[src/irt_pkg.sv]
// Package for the infrared timer pair: register offsets, field positions, reset values.
// Assumes a 32-bit AXI4-Lite slave with one register per aligned word.
package irt_pkg;
   // Register indices; each register sits at four times its index
   localparam logic [5:0] IRT_IDX_SHORT_CTRL = 6'h00;
   localparam logic [5:0] IRT_IDX_CONFIG = 6'h01;
   localparam logic [5:0] IRT_IDX_LONG_CTRL = 6'h02;
   localparam logic [5:0] IRT_IDX_PAIR_CTRL = 6'h03;
   localparam logic [5:0] IRT_IDX_SHORT_RELOAD = 6'h04;
   localparam logic [5:0] IRT_IDX_LONG_RELOAD_LOW = 6'h06;
   localparam logic [5:0] IRT_IDX_LONG_RELOAD_HIGH = 6'h07;
   localparam logic [5:0] IRT_IDX_CAPTURE_LOW = 6'h08;
   localparam logic [5:0] IRT_IDX_CAPTURE_HIGH = 6'h09;
   localparam logic [7:0] IRT_OFF_SHORT_CTRL = {IRT_IDX_SHORT_CTRL, 2'b00};
   localparam logic [7:0] IRT_OFF_CONFIG = {IRT_IDX_CONFIG, 2'b00};
   localparam logic [7:0] IRT_OFF_LONG_CTRL = {IRT_IDX_LONG_CTRL, 2'b00};
   localparam logic [7:0] IRT_OFF_PAIR_CTRL = {IRT_IDX_PAIR_CTRL, 2'b00};
   localparam logic [7:0] IRT_OFF_SHORT_RELOAD = {IRT_IDX_SHORT_RELOAD, 2'b00};
   localparam logic [7:0] IRT_OFF_LONG_RELOAD_LOW = {IRT_IDX_LONG_RELOAD_LOW, 2'b00};
   localparam logic [7:0] IRT_OFF_LONG_RELOAD_HIGH = {IRT_IDX_LONG_RELOAD_HIGH, 2'b00};
   localparam logic [7:0] IRT_OFF_CAPTURE_LOW = {IRT_IDX_CAPTURE_LOW, 2'b00};
   localparam logic [7:0] IRT_OFF_CAPTURE_HIGH = {IRT_IDX_CAPTURE_HIGH, 2'b00};
   // Field positions
   localparam int IRT_BIT_EN = 7;
   localparam int IRT_BIT_CAPMODE = 6;
   localparam int IRT_BIT_TIMEOUT = 5;
   localparam int IRT_BIT_IRQEN = 2;
   localparam int IRT_BIT_MODE = 6;
   localparam int IRT_BIT_INSEL = 7;
   localparam int IRT_BIT_LOGIC_LO = 4;
   localparam int IRT_BIT_SUB_LO = 2;
   localparam int IRT_BIT_INIT_SHORT = 1;
   localparam int IRT_BIT_INIT_LONG = 0;
   localparam logic [7:0] IRT_RST_REG = 8'h00;
   localparam logic [4:0] IRT_PAIR_RSVD = 5'h1f;
   localparam logic [15:0] IRT_LONG_ALL_ONES = 16'hffff;
   localparam logic [1:0] IRT_RESP_OKAY = 2'h0;
   localparam logic [1:0] IRT_RESP_SLVERR = 2'h2;
   localparam logic [1:0] IRT_SUB_PINGPONG = 2'h0;
   localparam logic [1:0] IRT_SUB_NORMAL = 2'h1;
   localparam logic [1:0] IRT_SUB_FORCE0 = 2'h2;
   localparam logic [1:0] IRT_SUB_FORCE1 = 2'h3;
   localparam logic [1:0] IRT_EDGE_RISE = 2'h0;
   localparam logic [1:0] IRT_EDGE_FALL = 2'h1;
   // Glitch filter widths in clocks for submode codes 0..3
   localparam logic [3:0] IRT_FILT_W0 = 4'h1;
   localparam logic [3:0] IRT_FILT_W1 = 4'h2;
   localparam logic [3:0] IRT_FILT_W2 = 4'h4;
   localparam logic [3:0] IRT_FILT_W3 = 4'h8;
endpackage

[src/irt_timer_pair.sv]
// Infrared timer pair: 8-bit short timer, 16-bit long timer, AXI4-Lite registers.
// Assumes one clock aclk and a single AXI4-Lite master.
`timescale 1ns/1ns
module irt_timer_pair
   import irt_pkg::*;
(
   // Clock and reset
   input wire logic aclk,
   input wire logic aresetn,
   // AXI4-Lite write
   input wire logic [7:0] s_axi_awaddr,
   input wire logic s_axi_awvalid,
   output logic s_axi_awready,
   input wire logic [31:0] s_axi_wdata,
   input wire logic [3:0] s_axi_wstrb,
   input wire logic s_axi_wvalid,
   output logic s_axi_wready,
   output logic [1:0] s_axi_bresp,
   output logic s_axi_bvalid,
   input wire logic s_axi_bready,
   // AXI4-Lite read
   input wire logic [7:0] s_axi_araddr,
   input wire logic s_axi_arvalid,
   output logic s_axi_arready,
   output logic [31:0] s_axi_rdata,
   output logic [1:0] s_axi_rresp,
   output logic s_axi_rvalid,
   input wire logic s_axi_rready,
   // Pins
   input wire logic edge_input_a,
   input wire logic edge_input_b,
   output logic short_timer_output,
   output logic long_timer_output,
   output logic combined_output,
   // Interrupt requests
   output logic long_timer_request,
   output logic short_timer_request
);
   logic [7:0] short_ctrl_q, cfg_q, long_ctrl_q, short_reload_q;
   logic [7:0] long_reload_low_q, long_reload_high_q, capture_low_q, capture_high_q;
   logic [7:0] aw_q;
   logic aw_have_q, w_have_q;
   logic [31:0] w_q;
   logic [3:0] ws_q;
   logic [7:0] short_cnt_q;
   logic [15:0] long_cnt_q;
   logic short_run_q, long_run_q, demod_armed_q;
   logic short_out_q, long_out_q;
   logic pp_turn_q;
   logic pos_edge, neg_edge, edge_hit;
   logic wr_fire, short_tc, long_tc;
   logic demod;
   logic [1:0] sub, logic_sel;
   logic [7:0] wbyte;

   assign demod = cfg_q[IRT_BIT_MODE];
   assign sub = cfg_q[IRT_BIT_SUB_LO +: 2];
   assign logic_sel = cfg_q[IRT_BIT_LOGIC_LO +: 2];

   function automatic logic hits(input logic [7:0] a, input logic [7:0] off);
      hits = (a[7:2] == off[7:2]);
   endfunction

   function automatic logic mapped(input logic [7:0] a);
      mapped = hits(a, IRT_OFF_SHORT_CTRL) || hits(a, IRT_OFF_CONFIG) ||
         hits(a, IRT_OFF_LONG_CTRL) || hits(a, IRT_OFF_PAIR_CTRL) ||
         hits(a, IRT_OFF_SHORT_RELOAD) || hits(a, IRT_OFF_LONG_RELOAD_LOW) ||
         hits(a, IRT_OFF_LONG_RELOAD_HIGH) || hits(a, IRT_OFF_CAPTURE_LOW) ||
         hits(a, IRT_OFF_CAPTURE_HIGH);
   endfunction

   // Write channel capture, either order
   assign s_axi_awready = !aw_have_q && !s_axi_bvalid;
   assign s_axi_wready = !w_have_q && !s_axi_bvalid;
   assign wr_fire = aw_have_q && w_have_q;
   assign wbyte = ws_q[0] ? w_q[7:0] : 8'h00;

   always_ff @(posedge aclk) begin
      if (!aresetn) begin
         aw_have_q <= 1'b0;
         w_have_q <= 1'b0;
         aw_q <= 8'h00;
         w_q <= 32'h0;
         ws_q <= 4'h0;
         s_axi_bvalid <= 1'b0;
         s_axi_bresp <= IRT_RESP_OKAY;
      end else begin
         if (s_axi_awvalid && s_axi_awready) begin
            aw_have_q <= 1'b1;
            aw_q <= s_axi_awaddr;
         end
         if (s_axi_wvalid && s_axi_wready) begin
            w_have_q <= 1'b1;
            w_q <= s_axi_wdata;
            ws_q <= s_axi_wstrb;
         end
         if (wr_fire) begin
            aw_have_q <= 1'b0;
            w_have_q <= 1'b0;
            s_axi_bvalid <= 1'b1;
            s_axi_bresp <= mapped(aw_q) ? IRT_RESP_OKAY : IRT_RESP_SLVERR;
         end else if (s_axi_bvalid && s_axi_bready) begin
            s_axi_bvalid <= 1'b0;
         end
      end
   end

   // Read channel
   assign s_axi_arready = !s_axi_rvalid;
   always_ff @(posedge aclk) begin
      if (!aresetn) begin
         s_axi_rvalid <= 1'b0;
         s_axi_rdata <= 32'h0;
         s_axi_rresp <= IRT_RESP_OKAY;
      end else if (s_axi_arvalid && s_axi_arready) begin
         s_axi_rvalid <= 1'b1;
         s_axi_rresp <= mapped(s_axi_araddr) ? IRT_RESP_OKAY : IRT_RESP_SLVERR;
         s_axi_rdata <= 32'h0;
         if (hits(s_axi_araddr, IRT_OFF_SHORT_CTRL)) s_axi_rdata[7:0] <= short_ctrl_q;
         if (hits(s_axi_araddr, IRT_OFF_CONFIG)) s_axi_rdata[7:0] <= cfg_q;
         if (hits(s_axi_araddr, IRT_OFF_LONG_CTRL)) s_axi_rdata[7:0] <= long_ctrl_q;
         if (hits(s_axi_araddr, IRT_OFF_PAIR_CTRL)) begin
            s_axi_rdata[7:0] <= {long_ctrl_q[IRT_BIT_EN], short_ctrl_q[IRT_BIT_EN],
               1'b0, IRT_PAIR_RSVD};
         end
         if (hits(s_axi_araddr, IRT_OFF_SHORT_RELOAD)) s_axi_rdata[7:0] <= short_reload_q;
         if (hits(s_axi_araddr, IRT_OFF_LONG_RELOAD_LOW)) s_axi_rdata[7:0] <= long_reload_low_q;
         if (hits(s_axi_araddr, IRT_OFF_LONG_RELOAD_HIGH)) begin
            s_axi_rdata[7:0] <= long_reload_high_q;
         end
         if (hits(s_axi_araddr, IRT_OFF_CAPTURE_LOW)) s_axi_rdata[7:0] <= capture_low_q;
         if (hits(s_axi_araddr, IRT_OFF_CAPTURE_HIGH)) s_axi_rdata[7:0] <= capture_high_q;
      end else if (s_axi_rvalid && s_axi_rready) begin
         s_axi_rvalid <= 1'b0;
      end
   end

   // Input circuit, pin chosen by config bit 7
   irt_edge_filter u_filter (
      .aclk(aclk),
      .aresetn(aresetn),
      .pin_in(cfg_q[IRT_BIT_INSEL] ? edge_input_b : edge_input_a),
      .width_sel(sub),
      .edge_sel(logic_sel),
      .pos_edge(pos_edge),
      .neg_edge(neg_edge)
   );
   assign edge_hit = demod && long_ctrl_q[IRT_BIT_EN] && (pos_edge || neg_edge);

   assign long_tc = !demod && long_run_q && long_cnt_q == 16'h0001;
   assign short_tc = !demod && short_run_q && short_cnt_q == 8'h01;

   // Configuration and edge flags
   always_ff @(posedge aclk) begin
      if (!aresetn) begin
         cfg_q <= IRT_RST_REG;
         short_reload_q <= IRT_RST_REG;
         long_reload_low_q <= IRT_RST_REG;
         long_reload_high_q <= IRT_RST_REG;
      end else begin
         if (wr_fire && ws_q[0]) begin
            if (hits(aw_q, IRT_OFF_SHORT_RELOAD)) short_reload_q <= wbyte;
            if (hits(aw_q, IRT_OFF_LONG_RELOAD_LOW)) long_reload_low_q <= wbyte;
            if (hits(aw_q, IRT_OFF_LONG_RELOAD_HIGH)) long_reload_high_q <= wbyte;
         end
         if (wr_fire && ws_q[0] && hits(aw_q, IRT_OFF_CONFIG)) begin
            cfg_q[7:2] <= wbyte[7:2];
            if (!demod) cfg_q[1:0] <= wbyte[1:0];
            else cfg_q[1:0] <= cfg_q[1:0] & ~wbyte[1:0];
         end
         if (demod && !(wr_fire && hits(aw_q, IRT_OFF_CONFIG) && !wbyte[IRT_BIT_MODE])) begin
            if (pos_edge && !(wr_fire && ws_q[0] && hits(aw_q, IRT_OFF_CONFIG) && wbyte[1])) begin
               cfg_q[IRT_BIT_INIT_SHORT] <= 1'b1;
            end
            if (neg_edge && !(wr_fire && ws_q[0] && hits(aw_q, IRT_OFF_CONFIG) && wbyte[0])) begin
               cfg_q[IRT_BIT_INIT_LONG] <= 1'b1;
            end
         end
      end
   end

   // Control registers, hardware enable toggling and timeout bits
   always_ff @(posedge aclk) begin
      if (!aresetn) begin
         short_ctrl_q <= IRT_RST_REG;
         long_ctrl_q <= IRT_RST_REG;
         pp_turn_q <= 1'b0;
      end else begin
         if (wr_fire && ws_q[0]) begin
            if (hits(aw_q, IRT_OFF_SHORT_CTRL)) short_ctrl_q <= wbyte;
            if (hits(aw_q, IRT_OFF_LONG_CTRL)) long_ctrl_q <= wbyte;
            if (hits(aw_q, IRT_OFF_PAIR_CTRL)) begin
               short_ctrl_q[IRT_BIT_EN] <= wbyte[6];
               long_ctrl_q[IRT_BIT_EN] <= wbyte[7];
            end
         end
         if (!demod && sub == IRT_SUB_PINGPONG) begin
            if (short_tc) begin
               short_ctrl_q[IRT_BIT_TIMEOUT] <= 1'b1;
               short_ctrl_q[IRT_BIT_EN] <= 1'b0;
               long_ctrl_q[IRT_BIT_EN] <= 1'b1;
               pp_turn_q <= 1'b1;
            end
            if (long_tc) begin
               long_ctrl_q[IRT_BIT_TIMEOUT] <= 1'b1;
               long_ctrl_q[IRT_BIT_EN] <= 1'b0;
               short_ctrl_q[IRT_BIT_EN] <= 1'b1;
               pp_turn_q <= 1'b0;
            end
         end else begin
            if (short_tc) short_ctrl_q[IRT_BIT_TIMEOUT] <= 1'b1;
            if (long_tc) long_ctrl_q[IRT_BIT_TIMEOUT] <= 1'b1;
         end
      end
   end

   // Short timer counter and output
   always_ff @(posedge aclk) begin
      if (!aresetn) begin
         short_run_q <= 1'b0;
         short_cnt_q <= 8'h00;
         short_out_q <= 1'b1;
      end else if (!short_ctrl_q[IRT_BIT_EN] || demod) begin
         short_run_q <= 1'b0;
         short_out_q <= !cfg_q[IRT_BIT_INIT_SHORT];
      end else if (!short_run_q) begin
         short_run_q <= 1'b1;
         short_cnt_q <= short_reload_q;
         short_out_q <= cfg_q[IRT_BIT_INIT_SHORT];
      end else if (short_tc) begin
         short_cnt_q <= short_reload_q;
         short_out_q <= !short_out_q;
      end else begin
         short_cnt_q <= short_cnt_q - 8'h01;
      end
   end

   // Long timer counter, output and demodulation capture
   always_ff @(posedge aclk) begin
      if (!aresetn) begin
         long_run_q <= 1'b0;
         demod_armed_q <= 1'b0;
         long_cnt_q <= 16'h0000;
         long_out_q <= 1'b1;
         capture_low_q <= IRT_RST_REG;
         capture_high_q <= IRT_RST_REG;
      end else if (!long_ctrl_q[IRT_BIT_EN]) begin
         long_run_q <= 1'b0;
         demod_armed_q <= 1'b0;
         if (!sub[1]) long_out_q <= !cfg_q[IRT_BIT_INIT_LONG];
      end else if (demod) begin
         long_run_q <= 1'b0;
         if (edge_hit) begin
            demod_armed_q <= 1'b1;
            if (demod_armed_q && !long_ctrl_q[IRT_BIT_CAPMODE]) begin
               {capture_high_q, capture_low_q} <= ~long_cnt_q;
               long_cnt_q <= IRT_LONG_ALL_ONES;
            end else if (!demod_armed_q) begin
               {capture_high_q, capture_low_q} <= ~long_cnt_q;
               long_cnt_q <= {long_reload_high_q, long_reload_low_q};
            end
         end else if (demod_armed_q) begin
            long_cnt_q <= long_cnt_q - 16'h0001;
         end
      end else if (!long_run_q) begin
         long_run_q <= 1'b1;
         long_cnt_q <= {long_reload_high_q, long_reload_low_q};
         if (!sub[1]) long_out_q <= cfg_q[IRT_BIT_INIT_LONG];
      end else if (long_tc) begin
         long_cnt_q <= {long_reload_high_q, long_reload_low_q};
         if (!sub[1]) long_out_q <= !long_out_q;
      end else begin
         long_cnt_q <= long_cnt_q - 16'h0001;
      end
   end

   always_comb begin
      case (sub)
         IRT_SUB_FORCE0: long_timer_output = demod ? long_out_q : 1'b0;
         IRT_SUB_FORCE1: long_timer_output = demod ? long_out_q : 1'b1;
         default: long_timer_output = long_out_q;
      endcase
   end
   assign short_timer_output = short_out_q;

   always_comb begin
      case (logic_sel)
         2'h0: combined_output = short_out_q & long_timer_output;
         2'h1: combined_output = short_out_q | long_timer_output;
         2'h2: combined_output = ~(short_out_q | long_timer_output);
         default: combined_output = ~(short_out_q & long_timer_output);
      endcase
   end

   assign long_timer_request = long_ctrl_q[IRT_BIT_IRQEN] &&
      (long_tc || (edge_hit && demod_armed_q));
   assign short_timer_request = short_ctrl_q[IRT_BIT_IRQEN] && short_tc;

   property p_reset_clear;
      @(posedge aclk) !aresetn |=> !short_ctrl_q[IRT_BIT_EN] && !long_ctrl_q[IRT_BIT_EN];
   endproperty
   a_reset_clear: assert property (p_reset_clear) else $error("enable not cleared");

   property p_short_disabled;
      @(posedge aclk) disable iff (!aresetn)
         !short_ctrl_q[IRT_BIT_EN] ##1 !short_ctrl_q[IRT_BIT_EN] |->
         short_out_q == !$past(cfg_q[IRT_BIT_INIT_SHORT]);
   endproperty
   a_short_disabled: assert property (p_short_disabled) else $error("short idle level");

   property p_force;
      @(posedge aclk) disable iff (!aresetn)
         !demod && sub == IRT_SUB_FORCE1 |-> long_timer_output;
   endproperty
   a_force: assert property (p_force) else $error("long not forced high");

   property p_pp_alt;
      @(posedge aclk) disable iff (!aresetn)
         short_tc && !demod && sub == IRT_SUB_PINGPONG && !wr_fire |=>
         long_ctrl_q[IRT_BIT_EN] && !short_ctrl_q[IRT_BIT_EN];
   endproperty
   a_pp_alt: assert property (p_pp_alt) else $error("alternating_submode not alternating");

   property p_capture;
      @(posedge aclk) disable iff (!aresetn)
         edge_hit && demod_armed_q && !long_ctrl_q[IRT_BIT_CAPMODE] |=>
         {capture_high_q, capture_low_q} == ~$past(long_cnt_q) &&
         long_cnt_q == IRT_LONG_ALL_ONES;
   endproperty
   a_capture: assert property (p_capture) else $error("capture wrong");
endmodule

[src/irt_edge_filter.sv]
// Input circuit: synchroniser, glitch filter and edge detector.
// Assumes the input pin is asynchronous to aclk.
`timescale 1ns/1ns
module irt_edge_filter
   import irt_pkg::*;
(
   // Clock and reset
   input wire logic aclk,
   input wire logic aresetn,
   // Pin and settings
   input wire logic pin_in,
   input wire logic [1:0] width_sel,
   input wire logic [1:0] edge_sel,
   // Edge pulses
   output logic pos_edge,
   output logic neg_edge
);
   logic sync1_q, sync2_q, filt_q;
   logic [3:0] cnt_q;
   logic [3:0] need;

   function automatic logic [3:0] width_of(input logic [1:0] s);
      case (s)
         2'h0: width_of = IRT_FILT_W0;
         2'h1: width_of = IRT_FILT_W1;
         2'h2: width_of = IRT_FILT_W2;
         default: width_of = IRT_FILT_W3;
      endcase
   endfunction

   assign need = width_of(width_sel);

   always_ff @(posedge aclk) begin
      if (!aresetn) begin
         sync1_q <= 1'b0;
         sync2_q <= 1'b0;
      end else begin
         sync1_q <= pin_in;
         sync2_q <= sync1_q;
      end
   end

   always_ff @(posedge aclk) begin
      if (!aresetn) begin
         filt_q <= 1'b0;
         cnt_q <= 4'h0;
      end else if (sync2_q == filt_q) begin
         cnt_q <= 4'h0;
      end else if (cnt_q + 4'h1 >= need) begin
         filt_q <= sync2_q;
         cnt_q <= 4'h0;
      end else begin
         cnt_q <= cnt_q + 4'h1;
      end
   end

   always_comb begin
      pos_edge = 1'b0;
      neg_edge = 1'b0;
      if (aresetn && sync2_q != filt_q && cnt_q + 4'h1 >= need) begin
         pos_edge = sync2_q && (edge_sel != IRT_EDGE_FALL);
         neg_edge = !sync2_q && (edge_sel != IRT_EDGE_RISE);
      end
   end

   // rising pulse moves the filtered level high
   property p_rise_level;
      @(posedge aclk) disable iff (!aresetn) pos_edge |=> filt_q;
   endproperty
   a_rise_level: assert property (p_rise_level) else $error("rising pulse without high level");
endmodule

[config.mk]
export PLATFORM = sky130hd
export DESIGN_NAME = irt_timer_pair
export DESIGN_NICKNAME = d
export VERILOG_FILES = /design/src/irt_pkg.sv /design/src/irt_timer_pair.sv /design/src/irt_edge_filter.sv
export SDC_FILE = /design/constraint.sdc
export NUM_CORES = 1
export LEC_CHECK = 0
export BUFFER_PORTS_ARGS = -buffer_cell sky130_fd_sc_hd__buf_2
export CAP_MARGIN = 5
export CORE_UTILIZATION = 40
export CTS_CLUSTER_SIZE = 12
export DETAILED_ROUTE_END_ITERATION = 8
export PLACE_DENSITY = 0.64
export SETUP_SLACK_MARGIN = 0.1
export SLEW_MARGIN = 20
export SYNTH_ARGS = -nofsm -noshare
export SYNTH_HDL_FRONTEND = slang
export SYNTH_SLANG_ARGS = --single-unit
export TNS_END_PERCENT = 20
[constraint.sdc]
create_clock -name aclk -period 2.5 [get_ports aclk]
set_input_delay 0.125 -clock aclk [delete_from_list [all_inputs] [get_ports aclk]]
set_output_delay 0.125 -clock aclk [all_outputs]
set_load 0.03 [all_outputs]
# ---- After elaboration in Yosys (flattened, before gate mapping)
# Index checks and enable logic that the tools add are counted.
dict set report word_totals {
  reg_bits 133
  input_bits 61
  word_cells 243
}
dict set report classes {
  addsub 3
  order_cmp 1
  eq_ne 35
  n_mux 68
  bitwise 9
  n_reduce_logical 93
}
# op n
set op_table {}
lappend op_table {{2-to-1 mux 8 bit} 20}
lappend op_table {{2-to-1 mux 16 bit} 7}
lappend op_table {{== test 6 x 3 -> 1 bit (second input constant)} 6}
lappend op_table {{2-to-1 mux 1 bit} 33}
lappend op_table {{logical AND 1 bit} 32}
lappend op_table {{== test 6 x 2 -> 1 bit (second input constant)} 4}
lappend op_table {{== test 6 x 4 -> 1 bit (second input constant)} 4}
lappend op_table {{AND reduction 2 bit} 10}
lappend op_table {{logical OR 1 bit} 19}
lappend op_table {{== test 16 x 1 -> 1 bit (second input constant)} 1}
lappend op_table {{zero test 1 bit} 16}
lappend op_table {{NOT 16 bit} 1}
lappend op_table {{subtractor 16 x 1 -> 16 bit (second input constant)} 1}
lappend op_table {{nonzero test 2 bit} 7}
lappend op_table {{== test 6 x 1 -> 1 bit (second input constant)} 2}
lappend op_table {{zero test 6 bit} 2}
lappend op_table {{case mux 4 bit (3 select lines)} 1}
lappend op_table {{2-to-1 mux 2 bit} 5}
lappend op_table {{inequality test 3 x 1 -> 1 bit (second input constant)} 3}
lappend op_table {{== test 8 x 1 -> 1 bit (second input constant)} 1}
lappend op_table {{subtractor 8 x 1 -> 8 bit (second input constant)} 1}
lappend op_table {{== test 2 bit (second input constant)} 3}
lappend op_table {{inequality test 2 x 1 -> 1 bit (second input constant)} 3}
lappend op_table {{AND reduction 5 bit} 1}
lappend op_table {{other kinds (21)} 26}

# ---- Depth between registers and ports, before layout
# Gate-level depths: netlist (run 1).
dict set report logic_depth {
  ltp_word 10
  mapped_depth 11
  depth_no_buf 9
}

# ---- Modules after synthesis
# A second synthesis (run 1) with hierarchy kept.
dict set report unflattened {
  hier_cells 829
  hier_area_um2 6801.5
}
# module instances cells_per_inst area_each_um2 seq_area_each_um2
set modules_own_cells {}
lappend modules_own_cells {irt_timer_pair 1 787 6394.9 2442.3}
lappend modules_own_cells {irt_edge_filter 1 42 406.6 140.1}

# ---- Worst setup path after synthesis (run 1)
# OpenSTA, ideal clock, no wires.
dict set report synth_path {
  kind {register -> register}
  from {register cfg_q[3]}
  to {register long_cnt_q[2]}
  arrival_ps 2389
  setup_slack_ps -26
  stages_incl_launch_ff 12
  path_buffers 3
  synth_period_minus_slack_ps 2526
  path_cell_list {dfxtp_1 -> clkbuf_1 -> nor2_1 -> ha_1 -> nand2b_4 -> a2111oi_4 -> nor4_4 -> or2_1 -> buf_6 -> buf_12 -> nand2_2 -> a31oi_1}
}
dict set report synth_via {
  elab_chain_len 9
}
# element line
set synth_rtl {}
lappend synth_rtl {{from (decl)} irt_timer_pair.sv:39} ;# logic [7:0] short_ctrl_q, cfg_q, long_ctrl_q, short_reload_q;
lappend synth_rtl {{from (signal assigned)} irt_timer_pair.sv:167} ;# cfg_q[7:2] <= wbyte[7:2];
lappend synth_rtl {{== test 2 bit (tied with other cells)} irt_edge_filter.sv:23} ;# case (s)
lappend synth_rtl {{case mux 4 bit (3 select lines) *} irt_edge_filter.sv:23}
lappend synth_rtl {{>= comparator 4 bit *} irt_edge_filter.sv:60} ;# if (aresetn && sync2_q != filt_q && cnt_q + 4'h1 >= need) begin
lappend synth_rtl {{logical AND 1 bit *} irt_edge_filter.sv:60}
lappend synth_rtl {{2-to-1 mux 1 bit} irt_edge_filter.sv:60}
lappend synth_rtl {{logical OR 1 bit *} irt_timer_pair.sv:148} ;# assign edge_hit = demod && long_ctrl_q[IRT_BIT_EN] && (pos_edge || neg_edge);
lappend synth_rtl {{logical AND 1 bit *} irt_timer_pair.sv:148}
lappend synth_rtl {{inequality test 4 x 3 -> 1 bit (no line) (tied with other cells)} -}
lappend synth_rtl {{AND reduction 3 bit (no line) / 2-to-1 mux 16 bit (equally long branches)} -}
lappend synth_rtl {{to (signal assigned)} irt_timer_pair.sv:260} ;# long_cnt_q <= {long_reload_high_q, long_reload_low_q};
lappend synth_rtl {{to (signal assigned)} irt_timer_pair.sv:263} ;# long_cnt_q <= long_cnt_q - 16'h0001;
lappend synth_rtl {{to (signal assigned)} irt_timer_pair.sv:267} ;# long_cnt_q <= {long_reload_high_q, long_reload_low_q};
lappend synth_rtl {{to (decl)} irt_timer_pair.sv:46} ;# logic [15:0] long_cnt_q;
# Every way passes the cells marked *; elsewhere a longest branch is shown, timed or not.
# A chain may end at the register's enable or synchronous reset.

# ---- Worst setup path in the final report (run 1)
dict set report layout_path {
  from {register u_filter.cnt_q[2]}
  to {output port long_timer_request}
}
dict set report layout_via {
  elab_chain_len 9
}
# element line
set layout_rtl {}
lappend layout_rtl {{from (decl)} irt_edge_filter.sv:19} ;# logic [3:0] cnt_q;
lappend layout_rtl {{from (signal assigned)} irt_edge_filter.sv:53} ;# cnt_q <= cnt_q + 4'h1;
lappend layout_rtl {{adder 4 x 1 -> 4 bit *} irt_edge_filter.sv:60}
lappend layout_rtl {{>= comparator 4 bit *} irt_edge_filter.sv:60}
lappend layout_rtl {{logical AND 1 bit *} irt_edge_filter.sv:60}
lappend layout_rtl {{2-to-1 mux 1 bit} irt_edge_filter.sv:60}
lappend layout_rtl {{logical OR 1 bit *} irt_timer_pair.sv:148}
lappend layout_rtl {{logical AND 1 bit *} irt_timer_pair.sv:148}
lappend layout_rtl {{logical AND 1 bit *} irt_timer_pair.sv:296} ;# (long_tc || (edge_hit && demod_armed_q));
lappend layout_rtl {{logical OR 1 bit *} irt_timer_pair.sv:296}
lappend layout_rtl {{logical AND 1 bit *} irt_timer_pair.sv:295} ;# assign long_timer_request = long_ctrl_q[IRT_BIT_IRQEN] &&
lappend layout_rtl {{to (decl)} irt_timer_pair.sv:36} ;# output logic long_timer_request,
# Marked as above.

==> results of run 1 <==
==> final cells by class <==
class                   count  area, um^2
repair buffers            110         842
fillers                  1583        8170
flip-flops and latches    129        2590
clock buffers              18         439
multi-input cells         631        3940
well taps                 220         275
clock inverters            14         181
inverters                  22        86.3
==> metal layers <==
metal / vias to the layer above / track usage, % / share of wire, %
met4: 0 / 7.95 / 1.9
met2: 192 / 35.1 / 46
li1: 3037 / - / -
met5: - / 0 / 0
met1: 2908 / 29.3 / 46
met3: 21 / 4.58 / 6.1
==> state kept, by name, summed over array words and instances, names as in the netlist, 4 cells and up <==
name / count
long_cnt_q: 16
capture_high_q: 8
capture_low_q: 8
cfg_q: 8
long_ctrl_q: 8
long_reload_high_q: 8
long_reload_low_q: 8
s_axi_rdata: 8
short_cnt_q: 8
short_ctrl_q: 8
short_reload_q: 8
w_q: 8
aw_q: 6
u_filter.cnt_q: 4
==> power groups by stage <==
stage	Clock (uW)	Combinational, uW	Sequential, uW
CTS	2630	325	2130
global route	2730	357	2140
finish	2590	329	2130
detailed placement	0	297	2180
global placement	0	295	2180
floorplan	0	248	2160
==> final timing paths <==
path / end / cells past startpoint / slack, ns
setup / recovery: long_timer_request / 10 / 0.06
hold / removal: s_axi_rresp[1] / 3 / 0.01
setup reg to reg: long_cnt_q[10] / 9 / 0.09
hold reg to reg: u_filter.sync2_q / 1 / 0.43
==> layout by cell type (no fill, tap or decap), types with 22 or more instances in the layout <==
| cell | n |
|---|---|
| dfxtp_1 | 123 |
| nand2_1 | 122 |
| nor2_1 | 87 |
| a21oi_1 | 65 |
| buf_2 | 47 |
| mux2i_1 | 46 |
| buf_4 | 32 |
| conb_1 | 26 |
| dlygate4sd3_1 | 22 |
==> metrics by stage <==
step / instance area [um^2] / TNS [ns] / std cells / worst slack (ns) / hold slack [ns]
after global routing: 8350 / -0.0468 / 1144 / -0.0282 / 0.0490
after floorplan: 6860 / 0 / 856 / 0.0903 / 0.225
after global placement: 7230 / 0 / 1083 / 0.00597 / 0.315
after detailed placement: 7230 / -0.0677 / 1083 / -0.0333 / 0.323
after CTS: 8230 / 0 / 1142 / 0.0469 / 0.00390
final: 8350 / 0 / 1144 / 0.0647 / 0.0135
==> worst max-delay path: cells and delay by family (launching register included) <==
kind | cells | cell delay, ns
buf+inv | 2 | 0.33
xor+xnor | 1 | 0.15
simple gates | 4 | 0.40
fa+ha+maj | 1 | 0.32
flops | 1 | 0.38
compound gates | 2 | 0.31
==> kinds of logic after synthesis <==
family	share of synthesized area (%)
AND/OR/NAND/NOR	23.8
AO/OA/AOI/OAI	19.9
flip-flops	38.2
buffers and inverters	7.66
multiplexers	7.14
XOR/XNOR	1.55
adder cells (fa/ha/maj)	1.67
other	0.0555
==> what timing repair did <==
action | in CTS | in global routing
setup endpoints to repair | 35 | 35
hold endpoints to repair | 21 | 0
resized for setup | 29 | 30
gates cloned | 0 | 2
hold buffers | 22 | 0
pin swaps | 12 | 12
buffers inserted | 5 | 0
==> run metrics, run 1 <==
clk sink count=129; crit-path cells=nand3_2 > xnor2_2 > ha_2 > o21a_1 > nor2_4 > nor4_4 > buf_4 > nand2_4 > a21boi_2 > buf_6; Max Slew Vio Count=0; largest area contributor in the synthesized netlist=dfxtp_1; die height=132 um; Finish-stage setup viols=0; clock-pin slew on the worst setup and hold paths=0.06 ns; EDFF count, synth=0; Tot Pwr=5060 uW; initial DRC count=579; Layout Utilization=50.6%; post-synthesis register bit count=129; routed vias/inst=5.38; H-tree lvl count=4; worst min path class=primary input to register; crit-path max FO=5; Routed Antenna Nets=0; num ports=107; Worst setup SP type=register; crit path time final=2.44 ns; CP required=2.38 ns; Seq pwr share=42.2%; peak supply drop=0.480 mV; synthesized area=6760 um^2; standard-cell row count=47; Slew @ Worst Pin=0.718 ns; total CTS buffers=17; Nets=981; Synth Flop Type=dfxtp_1; Post-DP HPWL=13,000 um; DR WL/cell=16.6 um; reported net switching power=1250 uW; first-pass iteration count of the detailed router=5; critical path's slowest cell=dfxtp_4; gr ovfl total=0; vias post-DR=6,158; Worst Setup End Kind=output pin; biggest cell delay along the critical path=0.38 ns; CTS tree=yes; synth top area cells=dfxtp_1, nand2_1, mux2i_1; Sw Ratio=24.8%; Synth cell types=73; Commonest cells post-synth=dfxtp_1, nand2_1, nor2_1, a21oi_1, mux2i_1; Hold Startpoint=s_axi_araddr[7]; Ys Warns=0; sequential area share after synthesis=38.2%; CTS max path bufs=2; core footprint=16,500 um^2; Critical path origin=u_filter.cnt_q[2]; largest net degree at the start of global routing=56; share of flip-flops with an asynchronous set or reset=0%; Initial Util=40.9%; top cell type's share of synthesized area=38.2%; n_diodes=0; period utilization=97.4%; vias in the first global route=5,691; initial antenna violation count=0; first-pass GRT wire length=29,900 um; DRC=0; die area=17,400 um^2; Port Buffer Count=49; final hold viol count=0; max_cap viols=0; RR Startpoint=u_filter.cnt_q[0]; unrepaired setup endpoints after global routing=true; clock share of power=51.3%; critical path arrival=2.31 ns; Crit Path Category=register to output pin; total track usage=22.0%; Total Wirelength=18,900 um; clock skew=0.00853 ns; Pint=3800 uW; layout cell share with drive strength beyond 1=20.7%; Worst-Skew Late Latency=0.42 ns; CTS Root Cell=clkbuf_16; Slew headroom=52.1%; pwr dens=605 nW/um^2; Avg Cell Area, Syn=8.14 um^2; area grow syn2layout=23.5%; most numerous cell in the Yosys netlist=dfxtp_1; Logic pwr share=6.5%; f_max=411 MHz; outcome=finished clean; Placer Congestion=0.854; Die W=132 um; Synth Instances=831; Lkg Pwr=0.00310 uW
(Power assumes the default switching activity.)
==> run 2, diff against run 1 <==
--- a/config.mk
+++ b/config.mk
@@ -7,10 +7,10 @@
 export LEC_CHECK = 0
 export BUFFER_PORTS_ARGS = -buffer_cell sky130_fd_sc_hd__buf_2
 export CAP_MARGIN = 5
-export CORE_UTILIZATION = 40
+export CORE_UTILIZATION = 52
 export CTS_CLUSTER_SIZE = 12
 export DETAILED_ROUTE_END_ITERATION = 8
-export PLACE_DENSITY = 0.64
+export PLACE_DENSITY = 0.79
 export SETUP_SLACK_MARGIN = 0.1
 export SLEW_MARGIN = 20
 export SYNTH_ARGS = -nofsm -noshare
==> run 2 against run 1 <==
The run now ends with setup timing left. Register-to-register slack worse by 0.17 ns. Cell count shrank 4.2%. Routed wire length grew 0.73%. Flip-flop and latch count unchanged. Clock power is 5% lower. Total power fell by 2.7%. Largest power group unchanged.
==> run metrics, run 2 (same netlist as run 1, synthesis figures left out) <==
core footprint=12,700 um^2 (was 16,500 um^2); Seq pwr share=43.5% (was 42.2%); Lkg Pwr=0.00307 uW (was 0.00310 uW); worst min path class=primary input to register (unchanged); Slew @ Worst Pin=0.797 ns (was 0.718 ns); total CTS buffers=17 (unchanged); vias post-DR=6,411 (was 6,158); reg-to-reg endpoint=long_cnt_q[10] (unchanged); clock skew=0.00820 ns (was 0.00853 ns); RR Startpoint=long_cnt_q[1] (was u_filter.cnt_q[0]); period utilization=106% (was 97.4%); f_max=376 MHz (was 411 MHz); outcome=finished, violations left (was finished clean); DRC=0 (unchanged); Finish-stage setup viols=16 (was 0); area grow syn2layout=22.5% (was 23.5%); DR WL/cell=17.4 um (was 16.6 um); Die W=116 um (was 132 um); unrepaired setup endpoints after global routing=true (unchanged); crit path time final=2.66 ns (was 2.44 ns); Worst setup SP type=register (unchanged); Pint=3710 uW (was 3800 uW); clock share of power=50.0% (was 51.3%); Initial Util=53.4% (was 40.9%); biggest cell delay along the critical path=0.37 ns (was 0.38 ns); reported net switching power=1210 uW (was 1250 uW); FF+latch area=2590 um^2 (about the same); Hold Startpoint=s_axi_araddr[5] (was s_axi_araddr[7]); Port Buffer Count=49 (unchanged); first-pass iteration count of the detailed router=6 (was 5); CP most frequent cell=buf_6; R2R Setup Slk=-0.08 ns (was 0.09 ns); area occupied by multi-input gates=3990 um^2 (was 3940 um^2); largest net degree at the start of global routing=74 (was 56); crit-path cells=buf_6 > nand3_4 > xnor2_2 > ha_4 > o21a_1 > nor2_4 > buf_6 > nor4_4 > buf_4 > nand2_2 > a21boi_2 > buf_6 (was nand3_2 > xnor2_2 > ha_2 > o21a_1 > nor2_4 > nor4_4 > buf_4 > nand2_4 > a21boi_2 > buf_6); pwr dens=594 nW/um^2 (was 605 nW/um^2); FILL cells=1,002 (was 1,583); most frequent cells in the layout=dfxtp_1, nand2_1, nor2_1 (unchanged); crit-path max FO=4 (was 5); Crit Path Category=register to output pin (unchanged); failing checks=setup timing; gr ovfl total=0 (unchanged); most common cell after layout, fill and taps aside=dfxtp_1 (unchanged); Max Slew Vio Count=0 (unchanged); post-placement cell area=7110 um^2 (was 7230 um^2); CP required=2.38 ns (about the same); clock-pin slew on the worst setup and hold paths=0.06 ns (about the same); final hold viol count=0 (unchanged); total track usage=28.3% (was 22.0%); CTS max path bufs=2 (unchanged); peak supply drop=0.488 mV (was 0.480 mV); first-pass GRT wire length=28,800 um (was 29,900 um); Post-DP HPWL=12,200 um (was 13,000 um); Worst-Skew Late Latency=0.43 ns (was 0.42 ns); Nets=981 (unchanged); critical path arrival=2.53 ns (was 2.31 ns); depth of the most critical reg-to-reg path=9 (unchanged); critical path's slowest cell=dfxtp_4 (unchanged); Routed Antenna Nets=0 (unchanged); initial DRC count=769 (was 579); DP Worst Slack=-0.138 ns (was -0.0333 ns); H-tree lvl count=4 (unchanged); Worst Slack Setup Final=-0.158 ns (was 0.0647 ns); max_cap viols=0 (unchanged); max reg flops=16 (unchanged); layout cell share with drive strength beyond 1=20.7% (unchanged); initial antenna violation count=0 (unchanged); worst hold slack=0.0119 ns (was 0.0135 ns); Tot Pwr=4920 uW (was 5060 uW); CTS tree=yes (unchanged); Layout Utilization=65.4% (was 50.6%); n_diodes=0 (unchanged); routed vias/inst=5.85 (was 5.38); Placer Congestion=0.867 (was 0.854); clk sink count=129 (unchanged); die height=116 um (was 132 um); Worst Setup End Kind=output pin (unchanged); vias in the first global route=5,763 (was 5,691); standard-cell row count=41 (was 47); num ports=107 (unchanged); CTS Root Cell=clkbuf_16 (unchanged); Biggest register=long_cnt_q (unchanged); die area=13,500 um^2 (was 17,400 um^2); Hold Path Sink=s_axi_rresp[1] (unchanged); WHS Path Cells=3 (unchanged); post-route cell area=8280 um^2 (was 8350 um^2); Sw Ratio=24.6% (was 24.8%); Total Wirelength=19,100 um (was 18,900 um); Logic pwr share=6.5% (about the same); Slew headroom=46.9% (was 52.1%)
[run 2: layer usage]
metal / global-route usage [%] / wire, um / vias to the layer above
met5: 0 / 0 / -
met4: 13.8 / 807 / 0
met3: 6.75 / 1520 / 78
met2: 44.0 / 8700 / 332
met1: 37.0 / 8060 / 2960
li1: - / - / 3041
[run 2: layout make-up]
type | count | share of cell area, %
sequential | 129 | 31.3
clock buffer | 20 | 5.51
tap | 172 | 2.60
timing repair buffer | 108 | 9.82
clock inverter | 12 | 1.59
multi-input combinational | 633 | 48.2
inverter | 22 | 0.997
[run 2: through the flow]
| step | TNS, ns | cells |
|---|---|---|
| 3_3_place_gp | -0.274 | 1029 |
| 5_1_grt | -2.61 | 1096 |
| 4_1_cts | -0.129 | 1087 |
| 2_1_floorplan | 0 | 856 |
| 3_5_place_dp | -0.863 | 1029 |
| 6_report | -0.674 | 1096 |
[run 2: critical path: cells and delay by family, from the launching register on]
family,cells,cell delay [ns]
buffers and inverters,4,0.56
and+or+nand+nor,4,0.38
DFF,1,0.37
AOI/OAI and AO/OA,2,0.37
adders and majority gates,1,0.27
xor gates and xnor gates,1,0.16
[run 2: worst max-delay path by stage]
stage | start | to | slack (ns) | depth (start not counted)
after floorplan | u_filter.cnt_q[0] | long_timer_request | 0.09 | 8
after global placement | u_filter.cnt_q[0] | long_cnt_q[9] | -0.07 | 7
after detailed placement | u_filter.cnt_q[0] | long_cnt_q[10] | -0.14 | 7
after CTS | u_filter.cnt_q[0] | long_timer_request | -0.11 | 12
after global routing | u_filter.cnt_q[0] | long_timer_request | -0.27 | 12
final | u_filter.cnt_q[0] | long_timer_request | -0.16 | 12
[run 2: timing repair]
action                                  4_1_cts  5_1_grt
hold buffers                                 22        0
gates cloned                                  0        2
hold endpoints to repair                     19        0
resized for setup                            27       26
pin swaps                                     7        7
endpoints found under the setup margin       35       35
buffers inserted                              4        7
[run 2: power by group through the flow]
stage / sequential [uW] / clock, uW / combinational (uW)
floorplan: 2160 / 0 / 248
global placement: 2180 / 0 / 279
detailed placement: 2180 / 0 / 281
CTS: 2140 / 2470 / 310
global route: 2140 / 2570 / 349
finish: 2140 / 2460 / 318
